## src/logic/kp_pkg.sv

```systemverilog
/*
  Constants, types and register map of the panel keypad programmer.
  Assumes a 20 MHz system clock and AXI4-Lite register access.
*/
package kp_pkg;
  // ==========================================================
  // Timing
  localparam int unsigned CLK_HZ   = 20_000_000;
  localparam int unsigned HOLD_MS  = 10_000;
  localparam int unsigned RPT_MS   = 400;
  localparam int unsigned SCRL_MS  = 1_000;
  localparam int unsigned HOLD_CYC = HOLD_MS * (CLK_HZ / 1000);
  localparam int unsigned RPT_CYC  = RPT_MS * (CLK_HZ / 1000);
  localparam int unsigned SCRL_CYC = SCRL_MS * (CLK_HZ / 1000);
  localparam int          CNT_W    = 28;

  // ==========================================================
  // Values, four BCD digits dd.dd
  localparam int                VAL_W       = 16;
  localparam logic [15:0]       PRESET1_RST = 16'h0500;
  localparam logic [15:0]       PRESET2_RST = 16'h1000;
  localparam logic [1:0][15:0]  PRESET_RST  = {PRESET2_RST, PRESET1_RST};
  localparam logic [15:0]       TOUT_RST    = 16'h0010;
  localparam logic [15:0]       TOUT_ZERO   = 16'h0000;
  localparam logic [15:0]       ST_PATTERN  = 16'h8888;
  localparam logic [3:0]        DIG_MAX     = 4'h9;
  localparam int                SCRL_LAST   = 4;

  // ==========================================================
  // Register map
  localparam int          ADDR_W       = 8;
  localparam logic [7:0]  REG_CTRL     = 8'h00;
  localparam logic [7:0]  REG_STAT     = 8'h04;
  localparam logic [7:0]  REG_PRE1     = 8'h08;
  localparam logic [7:0]  REG_PRE2     = 8'h0c;
  localparam logic [7:0]  REG_TOUT1    = 8'h10;
  localparam logic [7:0]  REG_TOUT2    = 8'h14;
  localparam int          CTRL_RTP_BIT = 0;
  localparam logic        CTRL_RST     = 1'b0;
  localparam int          STAT_ST_LSB  = 0;
  localparam int          STAT_SCRL    = 2;
  localparam int          STAT_DIRTY   = 3;
  localparam int          STAT_PEND    = 4;
  localparam int          STAT_ACT     = 6;
  localparam logic [1:0]  RESP_OKAY    = 2'b00;
  localparam logic [1:0]  RESP_SLVERR  = 2'b10;

  // ==========================================================
  // Types
  typedef enum logic [1:0] {KP_NORMAL, KP_PRESET, KP_TOUT, KP_SELFTEST} kp_state_e;
  typedef enum logic [1:0] {LBL_NONE, LBL_P1, LBL_P2} kp_label_e;

  typedef struct packed {
    logic              awvalid;
    logic [ADDR_W-1:0] awaddr;
    logic              wvalid;
    logic [31:0]       wdata;
    logic [3:0]        wstrb;
    logic              bready;
    logic              arvalid;
    logic [ADDR_W-1:0] araddr;
    logic              rready;
  } kp_axi_req_s;

  typedef struct packed {
    logic        awready;
    logic        wready;
    logic        bvalid;
    logic [1:0]  bresp;
    logic        arready;
    logic        rvalid;
    logic [31:0] rdata;
    logic [1:0]  rresp;
  } kp_axi_rsp_s;

  typedef struct packed {
    logic [3:0] digit;
    logic       reset;
    logic       p1;
    logic       p2;
    logic       enter;
  } kp_keys_s;

  typedef struct packed {
    logic             wr;
    logic             ch;
    logic             kind;
    logic [VAL_W-1:0] data;
  } kp_nv_s;
endpackage : kp_pkg

```

## src/logic/kp_axil.sv

```systemverilog
/*
  AXI4-Lite slave front end of the keypad programmer.
  Assumes the parent decodes addresses and supplies read data combinationally.
*/
module kp_axil (
  input  wire logic                        clk,
  input  wire logic                        rst_b,
  input  wire kp_pkg::kp_axi_req_s         axi_req,
  output      kp_pkg::kp_axi_rsp_s         axi_rsp,
  output      logic                        wr_en,
  output      logic [kp_pkg::ADDR_W-1:0]   wr_addr,
  output      logic [31:0]                 wr_data,
  output      logic [3:0]                  wr_strb,
  input  wire logic                        wr_ok,
  output      logic [kp_pkg::ADDR_W-1:0]   rd_addr,
  input  wire logic [31:0]                 rd_data,
  input  wire logic                        rd_ok
);
  import kp_pkg::*;

  logic              aw_q, w_q, bvalid_q, rvalid_q;
  logic [ADDR_W-1:0] awaddr_q;
  logic [31:0]       wdata_q, rdata_q;
  logic [3:0]        wstrb_q;
  logic [1:0]        bresp_q, rresp_q;

  // Write fires once both halves are held and the last answer is gone
  assign wr_en   = aw_q & w_q & ~bvalid_q;
  assign wr_addr = awaddr_q;
  assign wr_data = wdata_q;
  assign wr_strb = wstrb_q;
  assign rd_addr = axi_req.araddr;

  always_ff @(posedge clk) begin
    if (!rst_b || wr_en) begin
      aw_q <= 1'b0;
    end else if (axi_req.awvalid && !aw_q) begin
      aw_q     <= 1'b1;
      awaddr_q <= axi_req.awaddr;
    end
  end

  always_ff @(posedge clk) begin
    if (!rst_b || wr_en) begin
      w_q <= 1'b0;
    end else if (axi_req.wvalid && !w_q) begin
      w_q     <= 1'b1;
      wdata_q <= axi_req.wdata;
      wstrb_q <= axi_req.wstrb;
    end
  end

  always_ff @(posedge clk) begin
    if (!rst_b) begin
      bvalid_q <= 1'b0;
      bresp_q  <= RESP_OKAY;
    end else if (wr_en) begin
      bvalid_q <= 1'b1;
      bresp_q  <= wr_ok ? RESP_OKAY : RESP_SLVERR;
    end else if (axi_req.bready) begin
      bvalid_q <= 1'b0;
    end
  end

  always_ff @(posedge clk) begin
    if (!rst_b) begin
      rvalid_q <= 1'b0;
      rdata_q  <= '0;
      rresp_q  <= RESP_OKAY;
    end else if (rvalid_q) begin
      if (axi_req.rready) rvalid_q <= 1'b0;
    end else if (axi_req.arvalid) begin
      rvalid_q <= 1'b1;
      rdata_q  <= rd_ok ? rd_data : '0;
      rresp_q  <= rd_ok ? RESP_OKAY : RESP_SLVERR;
    end
  end

  assign axi_rsp = '{awready: ~aw_q, wready: ~w_q, bvalid: bvalid_q, bresp: bresp_q,
                     arready: ~rvalid_q, rvalid: rvalid_q, rdata: rdata_q, rresp: rresp_q};
endmodule : kp_axil

```

## src/logic/kp_panel.sv

```systemverilog
/*
  Front-panel keypad programmer of a preset timer: key decoding, preset and
  timed-output viewing and editing, display selection, scrolling, self-test exit.
  Assumes keys and switches are debounced and synchronous to clk, and that the
  timing core acts on timer_reset and on the applied values it is given.
*/
// Register access over AXI4-Lite and the register offsets were chosen for this implementation.
module kp_panel #(
  parameter bit          DUAL     = 1'b1,
  parameter int unsigned HOLD_CYC = kp_pkg::HOLD_CYC,
  parameter int unsigned RPT_CYC  = kp_pkg::RPT_CYC,
  parameter int unsigned SCRL_CYC = kp_pkg::SCRL_CYC
) (
  input  wire logic                     clk,
  input  wire logic                     rst_b,
  input  wire kp_pkg::kp_axi_req_s      axi_req,
  output      kp_pkg::kp_axi_rsp_s      axi_rsp,
  input  wire kp_pkg::kp_keys_s         keys,
  input  wire logic                     reset_enable_switch,
  input  wire logic                     program_lock_input_b,
  input  wire logic [15:0]              run_time,
  input  wire logic [1:0]               out_active,
  output      logic                     timer_reset,
  output      logic                     timer_to_preset,
  output      logic                     outputs_off,
  output      logic [1:0][15:0]         preset_val,
  output      logic [1:0][15:0]         tout_val,
  output      logic [15:0]              disp_value,
  output      kp_pkg::kp_label_e        disp_label,
  output      kp_pkg::kp_nv_s           nv_write,
  output      logic [1:0]               test_out
);
  import kp_pkg::*;

  // ==========================================================
  // Declarations
  kp_state_e             st_q;
  kp_keys_s              key_q, rise;
  kp_label_e             disp_label_q;
  kp_nv_s                nv_q;
  logic                  sel_q, dirty_q, scrl_q, ctrl_rtp_q;
  logic                  timer_reset_q, outputs_off_q;
  logic [1:0]            pend_q, test_q;
  logic [15:0]           edit_q, edit_inc, disp_value_q;
  logic [1:0][15:0]      preset_q, tout_sto_q, tout_q;
  logic [CNT_W-1:0]      tmo_q, rpt_q, scrl_cnt_q;
  logic [2:0]            scrl_idx_q;
  logic [3:0]            inc;
  logic                  any_ev, rst_press, tout_entry, do_reset, unlocked;
  logic                  edit_mode, rpt_fire, store_ok, p2_ok;
  logic                  wr_en, wr_ok, rd_ok;
  logic [ADDR_W-1:0]     wr_addr, rd_addr;
  logic [31:0]           wr_data, rd_data;
  logic [3:0]            wr_strb;

  // ==========================================================
  // Key events
  always_ff @(posedge clk) begin
    if (!rst_b) key_q <= '0;
    else key_q <= keys;
  end

  assign rise       = keys & ~key_q;
  assign any_ev     = keys != key_q;
  assign unlocked   = program_lock_input_b;
  assign p2_ok      = DUAL & keys.p2;
  assign rst_press  = rise.reset & reset_enable_switch;
  // Outside self-test, reset with a preset key held opens the duration view instead
  assign tout_entry = rst_press & (keys.p1 | p2_ok) & (st_q != KP_SELFTEST);
  assign do_reset   = rst_press & ~tout_entry;
  assign edit_mode  = (st_q == KP_PRESET) || (st_q == KP_TOUT);
  // A zero duration is outside the accepted range and is never stored
  assign store_ok   = edit_mode & rise.enter & dirty_q & unlocked & ~rst_press
                      & ~((st_q == KP_TOUT) && (edit_q == TOUT_ZERO));

  // ==========================================================
  // Inactivity and auto-repeat timers
  always_ff @(posedge clk) begin
    // Held keys keep the view open; the ten seconds run from the last release
    if (!rst_b || any_ev || (|keys) || !edit_mode) tmo_q <= CNT_W'(HOLD_CYC - 1);
    else if (tmo_q != '0) tmo_q <= tmo_q - 1'b1;
  end

  always_ff @(posedge clk) begin
    if (!rst_b || (|rise.digit) || !(|keys.digit) || rpt_q == '0) rpt_q <= CNT_W'(RPT_CYC - 1);
    else rpt_q <= rpt_q - 1'b1;
  end

  assign rpt_fire = (rpt_q == '0) & (|keys.digit);

  for (genvar i = 0; i < 4; i++) begin : g_dig
    // Lock refuses every digit change
    assign inc[i] = edit_mode & unlocked & (rise.digit[i] | (keys.digit[i] & rpt_fire));
    assign edit_inc[4*i+:4] = !inc[i] ? edit_q[4*i+:4]
                            : (edit_q[4*i+:4] == DIG_MAX) ? 4'h0 : edit_q[4*i+:4] + 4'h1;
  end

  // ==========================================================
  // Mode sequencer
  always_ff @(posedge clk) begin
    if (!rst_b) begin
      st_q    <= KP_NORMAL;
      sel_q   <= 1'b0;
      dirty_q <= 1'b0;
      edit_q  <= '0;
    end else if (do_reset) begin
      st_q    <= KP_NORMAL;
      dirty_q <= 1'b0;
    end else if (tout_entry) begin
      st_q    <= KP_TOUT;
      sel_q   <= ~keys.p1;
      edit_q  <= tout_sto_q[~keys.p1];
      dirty_q <= 1'b0;
    end else begin
      case (st_q)
        KP_NORMAL: begin
          if (rise.p1 || (DUAL && rise.p2)) begin
            st_q    <= KP_PRESET;
            sel_q   <= ~rise.p1;
            edit_q  <= preset_q[~rise.p1];
            dirty_q <= 1'b0;
          end else if (keys.digit[3] && keys.digit[2] && !keys.enter
                       && (rise.digit[3] || rise.digit[2])) begin
            st_q <= KP_SELFTEST;
          end
        end
        KP_PRESET, KP_TOUT: begin
          if (rise.enter) begin
            st_q <= KP_NORMAL;
          end else if (tmo_q == '0) begin
            st_q <= KP_NORMAL;
          end else if (|inc) begin
            edit_q  <= edit_inc;
            dirty_q <= 1'b1;
          end
        end
        KP_SELFTEST: begin
          if (rise.enter) st_q <= KP_NORMAL;
        end
        default: st_q <= KP_NORMAL;
      endcase
    end
  end

  // ==========================================================
  // Stored and applied values per channel
  for (genvar c = 0; c < 2; c++) begin : g_ch
    always_ff @(posedge clk) begin
      if (!rst_b) preset_q[c] <= PRESET_RST[c];
      else if (store_ok && st_q == KP_PRESET && sel_q == 1'(c)) preset_q[c] <= edit_q;
    end

    always_ff @(posedge clk) begin
      if (!rst_b) tout_sto_q[c] <= TOUT_RST;
      else if (store_ok && st_q == KP_TOUT && sel_q == 1'(c)) tout_sto_q[c] <= edit_q;
    end

    // A running pulse keeps its old length; the new one is taken after it
    always_ff @(posedge clk) begin
      if (!rst_b) begin
        tout_q[c] <= TOUT_RST;
        pend_q[c] <= 1'b0;
      end else if (store_ok && st_q == KP_TOUT && sel_q == 1'(c)) begin
        if (out_active[c]) begin
          pend_q[c] <= 1'b1;
        end else begin
          tout_q[c] <= edit_q;
          pend_q[c] <= 1'b0;
        end
      end else if (pend_q[c] && !out_active[c]) begin
        tout_q[c] <= tout_sto_q[c];
        pend_q[c] <= 1'b0;
      end
    end

    always_ff @(posedge clk) begin
      if (!rst_b || st_q != KP_SELFTEST || do_reset) test_q[c] <= 1'b0;
      else if (unlocked && (c == 0 ? rise.p1 : (DUAL && rise.p2))) test_q[c] <= ~test_q[c];
    end

  end

  // ==========================================================
  // Scrolling
  always_ff @(posedge clk) begin
    if (!rst_b) scrl_q <= 1'b0;
    else if (st_q == KP_NORMAL && keys.enter && rise.digit[3]) scrl_q <= ~scrl_q;
  end

  always_ff @(posedge clk) begin
    if (!rst_b || !scrl_q || do_reset) begin
      scrl_idx_q <= '0;
      scrl_cnt_q <= CNT_W'(SCRL_CYC - 1);
    end else if (scrl_cnt_q != '0) begin
      scrl_cnt_q <= scrl_cnt_q - 1'b1;
    end else begin
      scrl_cnt_q <= CNT_W'(SCRL_CYC - 1);
      if (scrl_idx_q == 3'(SCRL_LAST)) scrl_idx_q <= '0;
      else if (scrl_idx_q == 3'd1 && !DUAL) scrl_idx_q <= 3'(SCRL_LAST);
      else scrl_idx_q <= scrl_idx_q + 3'd1;
    end
  end

  // ==========================================================
  // Display
  always_ff @(posedge clk) begin
    if (!rst_b) begin
      disp_value_q <= '0;
      disp_label_q <= LBL_NONE;
    end else begin
      disp_label_q <= LBL_NONE;
      disp_value_q <= run_time;
      case (st_q)
        KP_PRESET, KP_TOUT: disp_value_q <= edit_q;
        KP_SELFTEST:        disp_value_q <= ST_PATTERN;
        KP_NORMAL: begin
          if (scrl_q) begin
            case (scrl_idx_q)
              3'd0: disp_label_q <= LBL_P1;
              3'd1: disp_value_q <= preset_q[0];
              3'd2: disp_label_q <= LBL_P2;
              3'd3: disp_value_q <= preset_q[1];
              default: disp_value_q <= run_time;
            endcase
          end
        end
        default: disp_value_q <= run_time;
      endcase
    end
  end

  // ==========================================================
  // Timer side strobes and nonvolatile write
  // Editing never gates these, so the timer keeps running throughout
  always_ff @(posedge clk) begin
    if (!rst_b) begin
      timer_reset_q <= 1'b0;
      outputs_off_q <= 1'b0;
    end else begin
      timer_reset_q <= do_reset;
      outputs_off_q <= do_reset;
    end
  end

  always_ff @(posedge clk) begin
    if (!rst_b) nv_q <= '0;
    else nv_q <= '{wr: store_ok, ch: sel_q, kind: st_q == KP_TOUT, data: edit_q};
  end

  assign timer_reset     = timer_reset_q;
  assign timer_to_preset = ctrl_rtp_q;
  assign outputs_off     = outputs_off_q;
  assign preset_val      = preset_q;
  assign tout_val        = tout_q;
  assign disp_value      = disp_value_q;
  assign disp_label      = disp_label_q;
  assign nv_write        = nv_q;
  assign test_out        = test_q;

  // ==========================================================
  // Register access
  kp_axil u_axil (
    .clk     (clk),
    .rst_b   (rst_b),
    .axi_req (axi_req),
    .axi_rsp (axi_rsp),
    .wr_en   (wr_en),
    .wr_addr (wr_addr),
    .wr_data (wr_data),
    .wr_strb (wr_strb),
    .wr_ok   (wr_ok),
    .rd_addr (rd_addr),
    .rd_data (rd_data),
    .rd_ok   (rd_ok)
  );

  // Only the control word is writable; other writes answer SLVERR
  assign wr_ok = wr_addr == REG_CTRL;

  always_ff @(posedge clk) begin
    if (!rst_b) ctrl_rtp_q <= CTRL_RST;
    else if (wr_en && wr_ok && wr_strb[0]) ctrl_rtp_q <= wr_data[CTRL_RTP_BIT];
  end

  always_comb begin
    rd_data = '0;
    rd_ok   = 1'b1;
    case (rd_addr)
      REG_CTRL:  rd_data[CTRL_RTP_BIT] = ctrl_rtp_q;
      REG_STAT: begin
        rd_data[STAT_ST_LSB+:2] = st_q;
        rd_data[STAT_SCRL]      = scrl_q;
        rd_data[STAT_DIRTY]     = dirty_q;
        rd_data[STAT_PEND+:2]   = pend_q;
        rd_data[STAT_ACT+:2]    = out_active;
      end
      REG_PRE1:  rd_data[VAL_W-1:0] = preset_q[0];
      REG_PRE2:  rd_data[VAL_W-1:0] = preset_q[1];
      REG_TOUT1: rd_data[VAL_W-1:0] = tout_sto_q[0];
      REG_TOUT2: rd_data[VAL_W-1:0] = tout_sto_q[1];
      default:   rd_ok = 1'b0;
    endcase
  end
endmodule : kp_panel

```

## config.mk

```make
export PLATFORM = sky130hd
export DESIGN_NAME = kp_panel
export DESIGN_NICKNAME = d
export VERILOG_FILES = /design/src/logic/kp_pkg.sv /design/src/logic/kp_axil.sv /design/src/logic/kp_panel.sv
export SDC_FILE = /design/constraint.sdc
export NUM_CORES = 1
export LEC_CHECK = 0
export ABC_AREA = 1
export BUFFER_PORTS_ARGS = -buffer_cell sky130_fd_sc_hd__buf_2
export CORE_AREA = 4 4 232 234
export DETAILED_ROUTE_END_ITERATION = 10
export DIE_AREA = 0 0 236 238
export HOLD_SLACK_MARGIN = 0.15
export PLACE_DENSITY = 0.56
export SYNTH_ARGS = -nofsm -noshare
export SYNTH_HDL_FRONTEND = slang
export SYNTH_HIERARCHICAL = 1
export SYNTH_SLANG_ARGS = --single-unit
```

## constraint.sdc

```tcl
create_clock -name clk -period 2.8 [get_ports clk]
set_input_delay 0.42 -clock clk [delete_from_list [all_inputs] [get_ports clk]]
set_output_delay 0.42 -clock clk [all_outputs]
set_load 0.02 [all_outputs]
```

==> results of run 1 <==
metrics by stage:
stage	power [mW]	setup WS (ps)	cell area [um^2]	std cells
6_report	12.5	352	17600	2952
2_1_floorplan	6.69	687	14400	2020
5_1_grt	13.1	130	17600	2952
4_1_cts	12.6	139	17600	2951
3_5_place_dp	7.88	178	16300	2873
3_3_place_gp	7.86	176	16300	2873
state kept, by name, indices dropped and copies added, names as in the netlist, 2 cells and up:
register / flops
tout_val: 32
pend_q: 2
u_axil/rdata_q: 32
nv_write: 19
st_q: 2
scrl_idx_q: 3
scrl_cnt_q: 28
disp_label: 2
key_q: 8
test_out: 2
tmo_q: 28
disp_value: 16
rpt_q: 28
tout_sto_q: 32
edit_q: 16
u_axil/wr_addr: 8
preset_val: 32
critical path, delay by kind of cell:
| family | cells | cell delay (ps) |
|---|---|---|
| buffers and inverters | 5 | 1150 |
| adder cells (fa/ha/maj) | 1 | 200 |
| AND/OR/NAND/NOR | 7 | 730 |
| AO/OA/AOI/OAI | 2 | 310 |
placed cells by master (no fill, tap or decap), types with 22 or more instances in the layout:
master / instances
nand2_1: 430
dfxtp_1: 293
nor2_1: 267
inv_1: 260
buf_2: 197
o21ai_0: 144
a21oi_1: 119
nand3_1: 73
buf_4: 57
clkbuf_16: 37
nand4_1: 29
nor3_1: 25
o211ai_1: 24
nor2_2: 23
o21ai_1: 22
power groups by stage:
stage / clock network, mW / registers (mW) / logic (mW)
2_1_floorplan: 0 / 5.11 / 1.58
3_3_place_gp: 0 / 4.88 / 2.98
3_5_place_dp: 0 / 4.88 / 3.00
4_1_cts: 4.81 / 4.79 / 3.03
5_1_grt: 4.98 / 4.82 / 3.32
6_report: 4.68 / 4.79 / 3.06
area by class of cell:
cell class,count,area [um^2]
well taps,688,861
fillers,5602,34400
clock buffers,46,990
repair buffers,278,1700
inverters,276,1040
diodes,1,2.50
multi-input cells,1347,6700
flip-flops and latches,303,6170
clock inverters,13,169
final timing paths:
kind	endpoint
max	tout_val[24]
min	u_axil/bvalid_q
max reg2reg	tout_val[18]
min reg2reg	scrl_cnt_q[0]
metal layers:
| metal | global-route usage | vias up | share of wire |
|---|---|---|---|
| li1 | - | 6908 | - |
| met1 | 0.220 | 6296 | 0.44 |
| met2 | 0.264 | 460 | 0.43 |
| met3 | 0.0481 | 108 | 0.081 |
| met4 | 0.0650 | 4 | 0.042 |
| met5 | 0 | - | 0.00061 |
what timing repair did:
action | in CTS | in global routing
gates resized for setup | 0 | 2
endpoints found under the setup margin | 0 | 15
hold buffers | 19 | 0
endpoints found under the hold margin | 19 | 0
==> out/qor.txt, run 1 <==
Cell Pwr Density: 711 nW/um^2
Leak: 7.86 nW
CTS root buf: clkbuf_16
Hold path depth: 4
Initial DRT Pass Iterations: 6
FF-to-FF setup slack: 380 ps
Setup TNS: 0 ps
WP data required: 3180 ps
Worst-path cell chain: dlygate4sd3_1, buf_2, ha_1, nand2_2, nand3_1, nor2_1, nand2_1, inv_2, nand3_4, buf_4, o21ai_0, buf_4, nor2_1, a21oi_1, nor2_1
Reg2reg start: edit_q[4]
Area of the mapped netlist: 14300 um^2
Vias in the first global route: 13058
Worst Setup Start Kind: primary input
Fin util: 0.339
Initial antenna violation count: 3
Worst hold slack: 180 ps
Vias per cell: 4.67
Clk buf depth: 3
Clock skew: 18.0 ps
Avg Cell Area, Syn: 7.14 um^2
Starting density of the core: 0.275
Routed WL per cell: 16.7 um
Final count of hold timing violations: 0
CP dominant cell by count: nor2_1
Outcome: finished, final reports clean
DRT iter0 DRCs: 1189
Reg power frac: 0.382
CTS tree: built
Rows: 84
RSZ-0062 raised after global routing: no
Worst slew pin tran: 853 ps
Clock latency on the worst-skew pair: 540 ps
Arr. time, crit path: 2830 ps
Max-Cap Viols: 0
Post-detail-place hpwl: 37.5 mm
Die area: 56200 um^2
Post-Synthesis Cells: 2004
Largest net degree at the start of global routing: 96
Post-CTS Setup Bufs: 0
Final GP Congestion: 0.960
Switching Power: 4.10 mW
IO Port Bufs: 197
Number of cells on the worst reg-to-reg path: 12
Min-delay src: axi_req[10]
Final period util: 0.874
Internal: 8.43 mW
Clock-pin slew on the worst setup and hold paths: 60 ps
Core area: 52000 um^2
P&R area growth vs syn: 23.2%
Final Max Tran Viols: 0
Routed Antenna Nets: 0
Io pins: 234
First-pass GRT wire length: 74.8 mm
Worst-path fanout max: 13
Net Sw Frac: 0.327
Post-layout min period: 2450 ps
Gr ovfl total: 0
Final setup vio count: 0
Critical Path End Type: flip-flop
Largest stage delay on the critical path: 540 ps
Clock power frac: 0.374
Die width: 236 um
YS warnings: 6
Crit Path Class: in2reg
Die Y-Extent: 238 um
Via count: 13776
Overall routing resource usage: 0.168
Post-Route WL: 49.2 mm
DRC violations left: 0
CTS Buf Count: 35
Final net count: 2349
H-tree depth: 2
Critical Path Start: keys[3]
Normalized max-slew margin: 0.431
Max Freq: 0.409 GHz
Combinational share of power: 0.244
Hold WC Path Type: in2reg
Sinks on Clock Net: 303
Max VDD drop: 0.355 mV
Slowest CP cell: dlygate4sd3_1
Share of cells above drive strength 1: 0.172
Power figures use the tool's default switching activity.
==> inputs of run 2 (changes only) <==
--- a/config.mk
+++ b/config.mk
@@ -5,11 +5,11 @@
 export SDC_FILE = /design/constraint.sdc
 export NUM_CORES = 1
 export LEC_CHECK = 0
-export ABC_AREA = 1
+export ABC_AREA = 0
 export BUFFER_PORTS_ARGS = -buffer_cell sky130_fd_sc_hd__buf_2
-export CORE_AREA = 4 4 232 234
+export CORE_AREA = 4 4 227 229
 export DETAILED_ROUTE_END_ITERATION = 10
-export DIE_AREA = 0 0 236 238
+export DIE_AREA = 0 0 231 233
 export HOLD_SLACK_MARGIN = 0.15
 export PLACE_DENSITY = 0.56
 export SYNTH_ARGS = -nofsm -noshare
==> out/qor.txt, run 2 <==
Outcome: finished, final reports clean
Most common cell after layout, fill and taps aside: dfxtp_1
CTS root buf: clkbuf_16
Reg2reg start: st_q[1]
Rows: 82 (-2.4%)
Crit Path Class: reg2reg
Min-delay src: axi_req[0]
Clk buf depth: 3 (unchanged)
Final net count: 1850 (-21%)
Cell Pwr Density: 647 nW/um^2 (-9.0%)
M3 GR Usage: 0.0400 (-0.00805)
Met2 Track Usage GR: 0.252 (-0.0125)
Final period util: 0.949 (+0.0750)
DRT iter0 DRCs: 881 (-26%)
Grt peak-use layer: met2
Vias in the first global route: 11415 (-13%)
DRC violations left: 0 (unchanged)
Placed Cells: 2360 (-18%)
Overall routing resource usage: 0.156 (-0.0122)
Setup TNS: 0 ps (unchanged)
CTS Buf Count: 36 (+2.9%)
Final count of hold timing violations: 0 (unchanged)
Fin cells: 2444 (-17%)
Arr. time, crit path: 3070 ps (+240 ps)
Die width: 231 um (-2.1%)
Die Y-Extent: 233 um (-2.1%)
Routed Antenna Nets: 0 (unchanged)
IO Port Bufs: 197 (unchanged)
YS warnings: 6 (unchanged)
Final setup vio count: 0 (unchanged)
Post-Route WL: 44.0 mm (-10%)
Initial antenna violation count: 8 (+5)
Io pins: 234 (unchanged)
Post-Synthesis Cells: 1541 (-23%)
First-pass GRT wire length: 66.6 mm (-11%)
CTS tree: built
Max Freq: 0.376 GHz (-7.9%)
Share of cells above drive strength 1: 0.207 (+0.0350)
Clock-pin slew on the worst setup and hold paths: 60 ps (about the same)
Leak: 6.71 nW (-15%)
Gr ovfl total: 0 (unchanged)
Post-detail-place hpwl: 32.4 mm (-14%)
Sinks on Clock Net: 303 (unchanged)
Vias per cell: 4.93 (+5.7%)
Worst-path fanout max: 6 (-7)
Max-Cap Viols: 0 (unchanged)
Clock skew: 26.7 ps (+8.71 ps)
Die area: 53800 um^2 (-4.2%)
Clock latency on the worst-skew pair: 530 ps (about the same)
Via count: 12055 (-12%)
Initial DRT Pass Iterations: 6 (unchanged)
H-tree depth: 2 (unchanged)
Critical Path Start: st_q[1]
Avg Cell Area, Syn: 8.90 um^2 (+25%)
Largest net degree at the start of global routing: 137 (+43%)
Fin util: 0.338 (-0.000953)
WP data required: 3210 ps (+30 ps)
Place WS: 165 ps (-12.6 ps)
RSZ-0062 raised after global routing: yes
Starting density of the core: 0.276 (+0.00137)
Setup ws final: 142 ps (-210 ps)
Core area: 49700 um^2 (-4.6%)
Area of the mapped netlist: 13700 um^2 (-4.1%)
Critical Path End Type: flip-flop
Final GP Congestion: 0.843 (-12%)
P&R area growth vs syn: 22.3%
Routed WL per cell: 18.0 um (+8.2%)
Most frequent cells in the layout: dfxtp_1, buf_2, nand2_1, nor2_1, o21ai_0
Hold WC Path Type: in2reg
Final Max Tran Viols: 0 (unchanged)
Max VDD drop: 0.314 mV (-12%)
Post-layout min period: 2660 ps (+210 ps)
Power, Total: 10.9 mW (-13%)
Normalized max-slew margin: 0.498 (+0.0664)
Worst slew pin tran: 751 ps (-102 ps)
Worst Setup Start Kind: flip-flop
Met1 usage in global routing: 0.201 (-0.0186)
==> run 2: per-stage QoR <==
stage | hold WS [ps] | cell area (um^2)
final | 168 | 16800
after CTS | 152 | 16800
after detailed placement | 387 | 15400
after floorplan | 371 | 13800
after global routing | 164 | 16800
after global placement | 380 | 15400
==> run 2: area by class of cell <==
class	instances	area, um^2
Antenna cell	2	5.00
Inverter	49	184
Sequential cell	303	6170
Clock buffer	52	1060
Fill cell	5232	32900
Tap cell	672	841
Multi-Input combinational cell	1087	6850
Clock inverter	14	90.1
Timing Repair Buffer	265	1580
==> run 2: critical path: stages (launching register included) <==
cell and delay [ps]:
dfxtp_1 440, ha_1 330, nor4b_1 270, nand4_1 280
o2111ai_2 450, buf_4 230, mux2i_1 310, nand3_1 110
o31a_1 130
==> run 2: final timing paths <==
| kind | to | slack, ps | cells past startpoint |
|---|---|---|---|
| worst max-delay path | tout_val[4] | 140 | 8 |
| worst min register to register | rpt_q[0] | 410 | 1 |
| worst min-delay path | u_axil/rvalid_q | 170 | 3 |
| worst max register to register | tout_val[4] | 140 | 8 |
==> run 2: power breakdown <==
group	leakage (nW)	switching, mW	internal (mW)
clock	0.571	1.89	2.66
sequential	2.46	0.139	4.50
combinational	3.68	1.08	0.593
==> run 2: routing by layer <==
metal,vias to the layer above,routed length [um]
li1,5829,-
met1,5666,18800
met2,450,20000
met3,98,3590
met4,12,1610
met5,-,58
==> run 2: what timing repair did <==
action,CTS,global route
resized for setup,0,2
endpoints found under the setup margin,0,9
buffers inserted,0,0
endpoints found under the hold margin,16,0
hold buffers,16,0
